$ cat src/core/lvd_pkg.sv
// Constants shared by the low-voltage detect control logic.
// Assumes an 8-bit register port clocked by sys_clk at 10 MHz.
package lvd_pkg;
   // ***************************************
   // Register map
   // ***************************************
   localparam logic [1:0] ADDR_CONTROL      = 2'h0;
   localparam logic [1:0] ADDR_IRQ_STATUS   = 2'h1;
   localparam logic [1:0] ADDR_IRQ_MASK     = 2'h2;
   localparam logic [1:0] ADDR_MISC         = 2'h3;
   localparam logic [7:0] CONTROL_RESET     = 8'h00;
   localparam logic [7:0] MASK_RESET        = 8'h00;
   // ***************************************
   // Control field positions
   // ***************************************
   localparam int         BIT_FLAG          = 5;
   localparam int         BIT_DET_EN        = 4;
   localparam int         BIT_BG_EN         = 3;
   localparam int         THR_MSB           = 2;
   localparam logic [7:0] CONTROL_WMASK     = 8'h1F;
   localparam logic [2:0] THR_EXT_PIN       = 3'h0;
   // Status bits: 0 request flag, 1 flag rise, 2 flag fall
   localparam int         ST_REQ            = 0;
   localparam int         ST_RISE           = 1;
   localparam int         ST_FALL           = 2;
   // Misc register: bit 0 low-voltage reset enable
   localparam int         BIT_LVR_EN        = 0;
   // ***************************************
   // Timing
   // ***************************************
   localparam int         CLK_PERIOD_NS     = 100;
   localparam int         SETTLE_NS         = 15000;
   localparam int         REQ_DELAY_NS      = 15000;
   localparam int         SETTLE_CYC        = (SETTLE_NS + CLK_PERIOD_NS - 1) / CLK_PERIOD_NS;
   localparam int         REQ_DELAY_CYC     = (REQ_DELAY_NS + CLK_PERIOD_NS - 1) / CLK_PERIOD_NS;
   typedef enum logic [1:0] {LVD_OFF, LVD_SETTLE, LVD_RUN} lvd_state_e;
endpackage : lvd_pkg

$ cat src/core/lvd_ctrl.sv
// Low-voltage detector control: control register, detect flag,
// delayed request flag, wake and interrupt. Analog comparators outside.
// Assumes comparator outputs are synchronous to sys_clk.
//
// Summary of operation
// - Control bit 5 reads 1 while a low voltage is detected, else 0.
// - Control bit 4 switches the detector on when 1 and off when 0.
// - Threshold code 000 compares the external sense pin with the 1.23V reference.
// - Any other code compares the supply with the chosen threshold, 4.0V the highest.
// - The detect flag goes high whenever the detector is on and the monitored voltage is below threshold.
// - In sleep the detector is forced off whatever the enable bit says.
// - Flag consumers tolerate repeated toggling near the threshold.
// - The request flag is raised by hardware only after the detect delay following the flag rising.
// - The request flag goes out as one shared multifunction interrupt source.
// - The request flag being raised by the detect delay wakes the device from idle, unless it is already set.
`timescale 1ns/1ps
`default_nettype none
module lvd_ctrl
   import lvd_pkg::*;
#(
   parameter int SETTLE_CYCLES = lvd_pkg::SETTLE_CYC,
   parameter int DELAY_CYCLES  = lvd_pkg::REQ_DELAY_CYC
) (
   input  wire logic       sys_clk,
   input  wire logic       reset_n,
   input  wire logic [1:0] reg_addr,
   input  wire logic [7:0] reg_wdata,
   input  wire logic       reg_write,
   input  wire logic       reg_read,
   output var  logic [7:0] reg_rdata,
   input  wire logic       sleep_mode,
   input  wire logic       idle_mode,
   input  wire logic       supply_below,
   input  wire logic       sense_pin_below,
   output var  logic       detector_power,
   output var  logic       use_sense_pin,
   output var  logic [2:0] threshold_select,
   output var  logic       bandgap_enable,
   output var  logic       multifunction_request,
   output var  logic       idle_wake,
   output var  logic       irq
);
   import lvd_pkg::*;

   initial begin
      if (SETTLE_CYCLES < 1 || DELAY_CYCLES < 1) $error("Cycle counts must be at least 1");
   end

   // ***************************************
   // Registers
   // ***************************************
   logic [4:0]  control_reg;
   logic [2:0]  status_reg;
   logic [2:0]  mask_reg;
   logic        lvr_en_reg;
   logic        flag_reg;
   logic        request_reg;
   lvd_state_e  state_reg;
   lvd_state_e  state_next;
   logic [$clog2(SETTLE_CYCLES+1)-1:0] settle_reg;

   wire wr_control = reg_write && (reg_addr == ADDR_CONTROL);
   wire wr_status  = reg_write && (reg_addr == ADDR_IRQ_STATUS);
   wire wr_mask    = reg_write && (reg_addr == ADDR_IRQ_MASK);
   wire wr_misc    = reg_write && (reg_addr == ADDR_MISC);

   wire det_en     = control_reg[BIT_DET_EN];
   wire [2:0] thr  = control_reg[THR_MSB:0];
   // Sleep gates the analog enable directly, not via the bit
   wire det_active = det_en && !sleep_mode;
   wire ext_sel    = (thr == THR_EXT_PIN);
   wire below      = ext_sel ? sense_pin_below : supply_below;
   wire settled    = (state_reg == LVD_RUN);
   wire flag_next  = det_active && below;

   always_ff @(posedge sys_clk or negedge reset_n) begin
      if (!reset_n) control_reg <= CONTROL_RESET[4:0];
      else if (wr_control) control_reg <= reg_wdata[4:0] & CONTROL_WMASK[4:0];
   end

   always_ff @(posedge sys_clk or negedge reset_n) begin
      if (!reset_n) lvr_en_reg <= 1'b0;
      else if (wr_misc) lvr_en_reg <= reg_wdata[BIT_LVR_EN];
   end

   always_ff @(posedge sys_clk or negedge reset_n) begin
      if (!reset_n) flag_reg <= 1'b0;
      else          flag_reg <= flag_next;
   end

   // ***************************************
   // Settle tracking
   // ***************************************
   // Status only; the flag is not blanked, software owns the wait
   always_comb begin
      state_next = state_reg;
      unique case (state_reg)
         LVD_OFF:    if (det_active) state_next = LVD_SETTLE;
         LVD_SETTLE: if (!det_active) state_next = LVD_OFF;
                     else if (settle_reg == ($bits(settle_reg))'(SETTLE_CYCLES)) state_next = LVD_RUN;
         LVD_RUN:    if (!det_active) state_next = LVD_OFF;
      endcase
   end

   always_ff @(posedge sys_clk or negedge reset_n) begin
      if (!reset_n) begin
         state_reg  <= LVD_OFF;
         settle_reg <= '0;
      end else begin
         state_reg  <= state_next;
         settle_reg <= (state_reg == LVD_SETTLE) ? settle_reg + 1'b1 : '0;
      end
   end

   // ***************************************
   // Request delay and edges
   // ***************************************
   logic qualified;
   logic flag_rise;
   logic flag_fall;
   logic qual_rise;

   lvd_delay #(.CYCLES(DELAY_CYCLES)) u_delay (
      .sys_clk   (sys_clk),
      .reset_n   (reset_n),
      .level_in  (flag_reg),
      .qualified (qualified)
   );

   lvd_edge u_flag_edge (
      .sys_clk  (sys_clk),
      .reset_n  (reset_n),
      .level_in (flag_reg),
      .rise     (flag_rise),
      .fall     (flag_fall)
   );

   lvd_edge u_qual_edge (
      .sys_clk  (sys_clk),
      .reset_n  (reset_n),
      .level_in (qualified),
      .rise     (qual_rise),
      .fall     ()
   );

   // Software may set the request itself to suppress idle wake
   wire req_set   = qual_rise || (wr_status && reg_wdata[ST_REQ]);
   wire [2:0] ev  = {flag_fall, flag_rise, qual_rise};
   wire [2:0] clr = wr_status ? reg_wdata[2:0] : 3'h0;

   always_ff @(posedge sys_clk or negedge reset_n) begin
      if (!reset_n) begin
         status_reg <= 3'h0;
         mask_reg   <= MASK_RESET[2:0];
      end else begin
         // Set wins over clear
         status_reg <= (status_reg & ~clr) | ev;
         if (wr_mask) mask_reg <= reg_wdata[2:0];
      end
   end

   // Request flag: write 1 sets, write 0 with bit 7 set clears (interrupt controller style)
   always_ff @(posedge sys_clk or negedge reset_n) begin
      if (!reset_n) request_reg <= 1'b0;
      else if (req_set) request_reg <= 1'b1;
      else if (wr_status && reg_wdata[ST_REQ] == 1'b0 && reg_wdata[7]) request_reg <= 1'b0;
   end

   // ***************************************
   // Read path and outputs
   // ***************************************
   wire [7:0] rd_control = {2'b00, flag_reg, control_reg};
   wire [7:0] rd_status  = {settled, 4'h0, status_reg[2:1], request_reg};
   wire [7:0] rd_mux = (reg_addr == ADDR_CONTROL)    ? rd_control :
                       (reg_addr == ADDR_IRQ_STATUS) ? rd_status :
                       (reg_addr == ADDR_IRQ_MASK)   ? {5'h00, mask_reg} :
                                                       {7'h00, lvr_en_reg};
   wire [2:0] pend   = {status_reg[2:1], request_reg} & mask_reg;

   always_ff @(posedge sys_clk or negedge reset_n) begin
      if (!reset_n) begin
         reg_rdata             <= 8'h00;
         detector_power        <= 1'b0;
         use_sense_pin         <= 1'b0;
         threshold_select      <= 3'h0;
         bandgap_enable        <= 1'b0;
         multifunction_request <= 1'b0;
         idle_wake             <= 1'b0;
         irq                   <= 1'b0;
      end else begin
         reg_rdata             <= reg_read ? rd_mux : 8'h00;
         detector_power        <= det_active;
         use_sense_pin         <= ext_sel;
         threshold_select      <= thr;
         bandgap_enable        <= control_reg[BIT_BG_EN] || det_en || lvr_en_reg;
         multifunction_request <= request_reg;
         idle_wake             <= idle_mode && qual_rise && !request_reg;
         irq                   <= |pend;
      end
   end

   // ***************************************
   // Check helpers
   // ***************************************
   // Run length of the flag, checks only; saturates past the delay
   localparam int RUN_W = $clog2(DELAY_CYCLES + 3);
   logic [RUN_W-1:0] flag_run_reg;
   wire              run_full = (flag_run_reg == RUN_W'(DELAY_CYCLES + 2));

   always_ff @(posedge sys_clk or negedge reset_n) begin
      if (!reset_n) flag_run_reg <= '0;
      else          flag_run_reg <= !flag_reg ? '0 : (run_full ? flag_run_reg : flag_run_reg + 1'b1);
   end

   // ***************************************
   // Checks
   // ***************************************
   chk_flag_read: assert property (@(posedge sys_clk) disable iff (!reset_n)
      reg_read && reg_addr == ADDR_CONTROL |=> reg_rdata[BIT_FLAG] == $past(flag_reg))
      else $error("Flag bit read wrong");
   chk_high_zero: assert property (@(posedge sys_clk) disable iff (!reset_n)
      $past(reg_read && reg_addr == ADDR_CONTROL) |-> reg_rdata[7:6] == 2'b00)
      else $error("Reserved bits not zero");
   chk_sleep_off: assert property (@(posedge sys_clk) disable iff (!reset_n)
      sleep_mode |=> !detector_power)
      else $error("Detector on in sleep");
   chk_enable_on: assert property (@(posedge sys_clk) disable iff (!reset_n)
      det_en && !sleep_mode |=> detector_power)
      else $error("Detector not powered");
   chk_src_select: assert property (@(posedge sys_clk) disable iff (!reset_n)
      thr == THR_EXT_PIN && det_active && sense_pin_below |=> flag_reg)
      else $error("Sense pin not monitored");
   chk_supply_cmp: assert property (@(posedge sys_clk) disable iff (!reset_n)
      thr != THR_EXT_PIN && det_active |=> flag_reg == $past(supply_below))
      else $error("Supply compare wrong");
   chk_req_delay: assert property (@(posedge sys_clk) disable iff (!reset_n)
      qual_rise == (flag_run_reg == RUN_W'(DELAY_CYCLES + 1)))
      else $error("Request not at detect delay");
   chk_req_hold: assert property (@(posedge sys_clk) disable iff (!reset_n)
      request_reg && !wr_status |=> request_reg)
      else $error("Request flag lost");
   chk_mf_follow: assert property (@(posedge sys_clk) disable iff (!reset_n)
      request_reg |=> multifunction_request)
      else $error("Shared request not driven");
   chk_mf_clear: assert property (@(posedge sys_clk) disable iff (!reset_n)
      !request_reg |=> !multifunction_request)
      else $error("Shared request without flag");
   chk_irq_level: assert property (@(posedge sys_clk) disable iff (!reset_n)
      request_reg && mask_reg[ST_REQ] |=> irq)
      else $error("Unmasked request without irq");
   chk_bg_force: assert property (@(posedge sys_clk) disable iff (!reset_n)
      det_en || lvr_en_reg |=> bandgap_enable)
      else $error("Bandgap not forced");
   chk_bg_bit: assert property (@(posedge sys_clk) disable iff (!reset_n)
      control_reg[BIT_BG_EN] |=> bandgap_enable)
      else $error("Bandgap bit ignored");
   chk_bg_off: assert property (@(posedge sys_clk) disable iff (!reset_n)
      !control_reg[BIT_BG_EN] && !det_en && !lvr_en_reg |=> !bandgap_enable)
      else $error("Bandgap on without cause");
   chk_wake_idle: assert property (@(posedge sys_clk) disable iff (!reset_n)
      idle_mode && qual_rise && !request_reg |=> idle_wake)
      else $error("No idle wake");
   chk_wake_no_idle: assert property (@(posedge sys_clk) disable iff (!reset_n)
      !idle_mode |=> !idle_wake)
      else $error("Wake outside idle");
   chk_wake_suppress: assert property (@(posedge sys_clk) disable iff (!reset_n)
      request_reg |=> !idle_wake)
      else $error("Wake with request already set");
   chk_rise_sticky: assert property (@(posedge sys_clk) disable iff (!reset_n)
      flag_rise |=> status_reg[ST_RISE])
      else $error("Flag rise not recorded");
   chk_fall_sticky: assert property (@(posedge sys_clk) disable iff (!reset_n)
      flag_fall |=> status_reg[ST_FALL])
      else $error("Flag fall not recorded");
   chk_status_w1c: assert property (@(posedge sys_clk) disable iff (!reset_n)
      wr_status && reg_wdata[ST_RISE] && !flag_rise |=> !status_reg[ST_RISE])
      else $error("Rise status not cleared");
   chk_power_off: assert property (@(posedge sys_clk) disable iff (!reset_n)
      !det_en |=> !detector_power)
      else $error("Detector powered while disabled");
   chk_ctrl_write: assert property (@(posedge sys_clk) disable iff (!reset_n)
      wr_control |=> control_reg == $past(reg_wdata[4:0]))
      else $error("Control write lost");
   chk_sleep_unsettle: assert property (@(posedge sys_clk) disable iff (!reset_n)
      sleep_mode |=> !settled)
      else $error("Settled while asleep");
   chk_flag_off: assert property (@(posedge sys_clk) disable iff (!reset_n)
      !det_active |=> !flag_reg)
      else $error("Flag set while detector off");
   chk_ext_select: assert property (@(posedge sys_clk) disable iff (!reset_n)
      thr == THR_EXT_PIN && det_active && !sense_pin_below |=> !flag_reg)
      else $error("Supply used in pin mode");
   chk_thr_out: assert property (@(posedge sys_clk) disable iff (!reset_n)
      wr_control |-> ##2 threshold_select == $past(reg_wdata[2:0], 2))
      else $error("Threshold code not driven");

   // ***************************************
   // Cover points
   // ***************************************
   cov_detect: cover property (@(posedge sys_clk) disable iff (!reset_n) flag_rise);
   cov_request: cover property (@(posedge sys_clk) disable iff (!reset_n) qual_rise);
   cov_toggle: cover property (@(posedge sys_clk) disable iff (!reset_n) flag_fall ##[1:20] flag_rise);
   cov_sleep: cover property (@(posedge sys_clk) disable iff (!reset_n) det_en && sleep_mode);
   cov_wake: cover property (@(posedge sys_clk) disable iff (!reset_n) idle_wake);
endmodule // lvd_ctrl
`default_nettype wire

$ cat src/core/lvd_delay.sv
// Delay qualifier: output rises after input held high for a cycle count.
// Assumes input is synchronous to sys_clk.
`timescale 1ns/1ps
`default_nettype none
module lvd_delay #(
   parameter int CYCLES = 150
) (
   input  wire logic sys_clk,
   input  wire logic reset_n,
   input  wire logic level_in,
   output var  logic qualified
);
   localparam int CW = $clog2(CYCLES + 1);
   initial begin
      if (CYCLES < 1) $error("CYCLES must be at least 1");
   end
   logic [CW-1:0] count_reg;
   wire           done = (count_reg == CW'(CYCLES));
   // Restart on every drop so chatter near threshold never shortens the wait
   always_ff @(posedge sys_clk or negedge reset_n) begin
      if (!reset_n) begin
         count_reg <= '0;
         qualified <= 1'b0;
      end else begin
         count_reg <= !level_in ? '0 : (done ? count_reg : count_reg + 1'b1);
         qualified <= level_in && done;
      end
   end
endmodule // lvd_delay
`default_nettype wire

$ cat src/core/lvd_edge.sv
// Rising and falling edge pulses of a synchronous level.
// Assumes input is synchronous to sys_clk.
`timescale 1ns/1ps
`default_nettype none
module lvd_edge (
   input  wire logic sys_clk,
   input  wire logic reset_n,
   input  wire logic level_in,
   output wire logic rise,
   output wire logic fall
);
   logic last_reg;
   always_ff @(posedge sys_clk or negedge reset_n) begin
      if (!reset_n) last_reg <= 1'b0;
      else          last_reg <= level_in;
   end
   assign rise = level_in & ~last_reg;
   assign fall = ~level_in & last_reg;
endmodule // lvd_edge
`default_nettype wire

$ cat config.mk
export PLATFORM = sky130hd
export DESIGN_NAME = lvd_ctrl
export DESIGN_NICKNAME = d
export VERILOG_FILES = /design/src/core/lvd_pkg.sv /design/src/core/lvd_ctrl.sv /design/src/core/lvd_delay.sv /design/src/core/lvd_edge.sv
export SDC_FILE = /design/constraint.sdc
export NUM_CORES = 1
export LEC_CHECK = 0
export ABC_AREA = 0
export BUFFER_PORTS_ARGS = -buffer_cell sky130_fd_sc_hd__buf_2
export CAP_MARGIN = 20
export CORE_ASPECT_RATIO = 0.7
export CORE_UTILIZATION = 55
export CTS_BUF_LIST = sky130_fd_sc_hd__clkbuf_8
export DETAILED_ROUTE_END_ITERATION = 10
export GPL_ROUTABILITY_DRIVEN = 0
export GPL_TIMING_DRIVEN = 0
export PLACE_DENSITY = 0.82
export SYNTH_ARGS = -nofsm -noshare
export SYNTH_HDL_FRONTEND = slang
export SYNTH_SLANG_ARGS = --single-unit
$ cat constraint.sdc
create_clock -name sys_clk -period 1.4 [get_ports sys_clk]
set_input_delay 0.14 -clock sys_clk [delete_from_list [all_inputs] [get_ports sys_clk]]
set_output_delay 0.14 -clock sys_clk [all_outputs]
set_load 0.01 [all_outputs]
# Word level (Yosys, flattened, before mapping)
# Cells that the tools add are included.
# word_totals
memories,0
mem_bits_rw,0
mem_bits_ro,0
latchBits,0
out_inout_bits,17
register_bits,52
# classes
n_reduce_logical,23
mux,16
n_shift,0
mul,0
n_lt_le_gt_ge,0
add_sub_neg,2
bitwise,11
n_div,0
eq_ne,11
# op_table
cell,n
$mux 8,6
$add 8x1->8 const B,2
$eq 8x8->1 const B,2
$logic_and 1x1->1,12
$mux 2,4
$and 3x3->3,2
$eq 2x2->1 const B,3
$mux 3,2
$ne 2x2->1 const B,3
$pmux 2 s3,1
$eq 2x1->1 const B,2
$logic_not 2->1,2
$not 1->1,4
$and 1x1->1,3
$logic_not 3->1,1
$logic_or 1x1->1,3
$mux 1,3
$ne 3x3->1 const B,1
$not 3->3,1
$or 3x3->3,1
$reduce_and 3->1,1
$reduce_or 3->1,1
$logic_not 1->1,2
$reduce_bool 2->1,1

# Logic depth before layout (Yosys ltp)
# depth
ltp_word,6
mapped_depth,6
ltp_nobuf,6

# Hierarchy
# Synthesis repeated with hierarchy kept, for this count alone.
# unflattened
cells_unflattened,176
area_unflattened_um2,2232.1
# by_module_without_submodules
module,seq_area_each_um2,area_each_um2,instances,cells_per_inst
lvd_ctrl,975.9,1660.3,1,125
lvd_delay,225.2,491.7,1,45
lvd_edge,25.0,40.0,2,3

# Worst setup path before layout
# OpenSTA, ideal clock, no wires.
# synth_timing
path_type,register -> register
from,register settle_reg[0]
to,register state_reg[0]
arrival_ns,1.139
t_required_ns,1.272
path_stages_with_launch,7
n_path_buf,0
setup_slack_ns,0.133
synth_period_minus_slack_ns,1.267
cell_sequence,dfrtp_1 inv_1 ha_1 nand2_1 nor4_1 o21ai_0 mux2i_1
# synth_via
elab_chain_cells,3
# synth_rtl
item,line_no,text
from (decl),lvd_ctrl.sv:60,logic [$clog2(SETTLE_CYCLES+1)-1:0] settle_reg;
from (signal assigned),lvd_ctrl.sv:111,settle_reg <= (state_reg == LVD_SETTLE) ? settle_reg + 1'b1 : '0;
$eq 8x8->1,lvd_ctrl.sv:100,else if (settle_reg == ($bits(settle_reg))'(SETTLE_CYCLES)) state_next = LVD_RUN;
$ne 3x3->1 (no line),n/a,
$reduce_and 3->1 (no line),n/a,
to (signal assigned),lvd_ctrl.sv:110,state_reg <= state_next;
to (decl),lvd_ctrl.sv:58,lvd_state_e state_reg;
# No other way between the ends.
# A chain may end at the register's enable or synchronous reset.

# Worst setup path after layout
# layout_timing
from,register u_delay.count_reg[5]
to,register u_delay.count_reg[1]
# layout_via
elab_chain_cells,2
# layout_rtl
item,line_no,text
from (decl),lvd_delay.sv:17,logic [CW-1:0] count_reg;
from (signal assigned),lvd_delay.sv:25,count_reg <= !level_in ? '0 : (done ? count_reg : count_reg + 1'b1);
$eq 8x8->1,lvd_delay.sv:18,wire done = (count_reg == CW'(CYCLES));
$ne 2x2->1 (no line),n/a,
# No other way between the ends.

==> flow_summary.ini <==
[status]
outcome = complete, no violations

[routing]
route.detailed.vias_per_inst = 5.30
avgRoutedWirePerCell_um = 14.9
remaining_drc_errors = 0
detail-route-antenna-nets = 0
finalWirelength_um = 3860
firstDrtPassIters = 4
detail_route.iter0.violations = 44
via_count = 1378

[sta]
timing.final.max_slew_violations = 0
finalSetupViolations = 0
setup_slack_ns = 0.0872
finalCritPeriodShare_pct = 93.8
final-hold-violation-count = 0
period_needed_ns = 1.31
fmax_mhz = 762
clock_skew_ns = 0.00453
timing.hold.ws_ns = 0.0637

[final_layout]
fin_cells = 260
layout.nets = 234
layout-drive-gt1-share_pct = 27.6
syn_to_final_growth_pct = 17.1
n_antenna_cell = 0

[placement]
dpl.hpwl_um = 2740
dp_slack_ns = -0.109
portBuffers = 31
place_inst = 250

[floorplan]
design.die.area_um2 = 4090
die-height_um = 53.8
die-width_um = 76.0
design.core.area_um2 = 3600
ioPinCount = 35
initial_utilization_pct = 58.5
std_cell_rows = 18

[hold_path]
whs_path_depth = 2
min-delay-path-class = in -> reg
worst_hold_path.endpoint = control_reg[3]
hp-start = reg_wdata[3]

[setup_path]
path_cells = and4bb_1 > nand4b_2 > nor2_1 > a211oi_2
worstRegToRegCells = 4
worstReg2RegEnd = u_delay.count_reg[1]
crit_path_max_incr_delay_ns = 0.41
cp.required_ns = 1.59
worstPathArrival_ns = 1.51
crit-reg2reg-launch = u_delay.count_reg[5]
crit_path_max_fanout = 6
cpMaxStageDelayCell = dfrtp_1
worstSetupStartpointType = flop
cp-end-kind = flop
r2r_setup_slack_ns = 0.09
worstSetupPathType = reg -> reg

[clock_network]
cts.sinks = 50
ctsHtreeMaxLevel = 2
clock_tree_from_tritoncts = yes
tritoncts.num_buffers = 5
path_clk_slew_ns = 0.08
bufs_on_longest_clock_path = 2
insertion_delay_ns = 0.31
clock-root-buffer = clkbuf_8

[logic_synthesis]
avgSynthCellArea_um2 = 12.5
synthDistinctLibCells = 38
synth_async_sr_flop_share_pct = 100
yosysWarnings = 0
number_of_synthesized_register_bits = 50
syn_area_um2 = 2110
yosys.area.top_type_share_pct = 59.3
yosys-top-cells-count = dfrtp_1, and2_1, nand2_1
yosys.area.top_type = dfrtp_1
count_of_flip_flops_with_a_built_in_enable_after_synthesis = 0
synthMostInstantiatedCell = dfrtp_1
ys_dominant_reg_cell = dfrtp_1
synth-seq-area-share_pct = 59.3
post_synth_main_area_contributors = dfrtp_1, mux2_2, ha_1, and2_1, mux2i_1
synth_nets = 194
postSynthCellCount = 169

[power_and_ir_drop]
internal_power_mw = 2.30
netSwitchingPower_mw = 0.889
power_density_nw_per_um2 = 1290
power.static_leakage_nw = 1.22
irDropWorstVdd_uv = 951
comb_power_share_pct = 17.9
seq_power_share_pct = 55.7
share_clk_of_total_power_pct = 26.4
totalPowerFinal_mw = 3.19
swShare_pct = 27.9

[grt]
global_route_wire_length_before_repair_um = 6270
via_count_of_the_first_global_routing_pass = 1368
grt.overflow.total = 0
pin_count_of_the_biggest_net_entering_global_routing = 51
grt_antenna_before_repair = 0
globalRouteTotalUtil_pct = 21.3

[job]
maxCapViolCount = 0
-- final cells by class --
type	count	area, um^2
inverters	7	26.3
plain buffers	3	20.0
multi-input cells	109	835
fillers	263	1130
well taps	50	62.6
clock buffers	6	82.6
clock inverters	2	8.76
flip-flops and latches	50	1250
repair buffers	33	185
-- layer usage --
metal	track usage [%]	vias up	share of wire, %	routed length [um]
met5	0	-	0	0
met4	10.6	0	2.1	80
met3	7.12	10	4.8	185
met2	32.9	35	45	1740
met1	27.6	672	48	1850
li1	-	661	-	-
-- worst max-delay path: cells and delay by family, from the launching register on --
family | cells | cell delay, ns
flops | 1 | 0.41
compound gates | 1 | 0.07
simple gates | 3 | 0.72
-- how the worst max path moves through the flow --
stage                    startpoint              endpoint  slack (ns)  depth (start not counted)
3_3_place_gp          settle_reg[0]          state_reg[0]       -0.07                          6
4_1_cts               settle_reg[0]          state_reg[0]        0.01                          6
6_report       u_delay.count_reg[5]  u_delay.count_reg[1]        0.09                          4
3_5_place_dp          settle_reg[0]          state_reg[0]       -0.11                          6
5_1_grt        u_delay.count_reg[3]  u_delay.count_reg[1]      -0.008                          4
2_1_floorplan         settle_reg[0]          state_reg[0]        0.13                          6
-- power groups by stage --
stage	registers (mW)	clock network, mW	logic (mW)
finish	1.78	0.841	0.572
global route	1.81	0.913	0.627
CTS	1.77	0.866	0.552
detailed placement	1.80	0	0.548
global placement	1.79	0	0.514
floorplan	1.79	0	0.322
-- timing repair --
| item | 4_1_cts | 5_1_grt |
|---|---|---|
| hold buffers | 0 | 1 |
| setup endpoints to repair | 1 | 2 |
| setup buffers | 0 | 0 |
| resized for setup | 3 | 2 |
| hold endpoints to repair | 0 | 50 |
| pin swaps | 0 | 1 |
-- logic make-up (layout without fill, tap and decap cells) --
| family | after synthesis | in the layout | share of synthesized area [%] |
|---|---|---|---|
| buffers and inverters | 10 | 51 | 2.19 |
| AO/OA/AOI/OAI | 17 | 17 | 5.04 |
| XOR/XNOR | 9 | 9 | 3.74 |
| AND/OR/NAND/NOR | 60 | 60 | 17.1 |
| multiplexers | 15 | 15 | 8.24 |
| flip-flops | 50 | 50 | 59.3 |
| other | 1 | 1 | 0.178 |
| adder cells (fa/ha/maj) | 7 | 7 | 4.15 |
-- cells in the final DEF, fill, tap and decap left out, drive strengths merged, types with 2 or more instances in the layout --
| cell | instances |
|---|---|
| and2 | 12 |
| ha | 7 |
| dfrtp | 50 |
| clkbuf | 6 |
| clkinv | 2 |
| nor3b | 2 |
| or3 | 3 |
| nor2b | 3 |
| a21oi | 5 |
| o21ai | 6 |
| xor2 | 4 |
| nor2 | 8 |
| mux2i | 5 |
| buf | 35 |
| inv | 7 |
| and3 | 3 |
| nand3b | 4 |
| mux2 | 9 |
| nand2 | 10 |
| nand3 | 8 |
| xnor2 | 5 |
-- stage by stage --
stage          utilization (%)  TNS [ns]  area, um^2
4_1_cts                   67.6         0        2440
2_1_floorplan                -         0        2110
5_1_grt                   68.6  -0.00756        2470
3_3_place_gp              64.6   -0.0657        2330
6_report                  68.6         0        2470
3_5_place_dp              64.6    -0.109        2330
(Power assumes the default switching activity.)
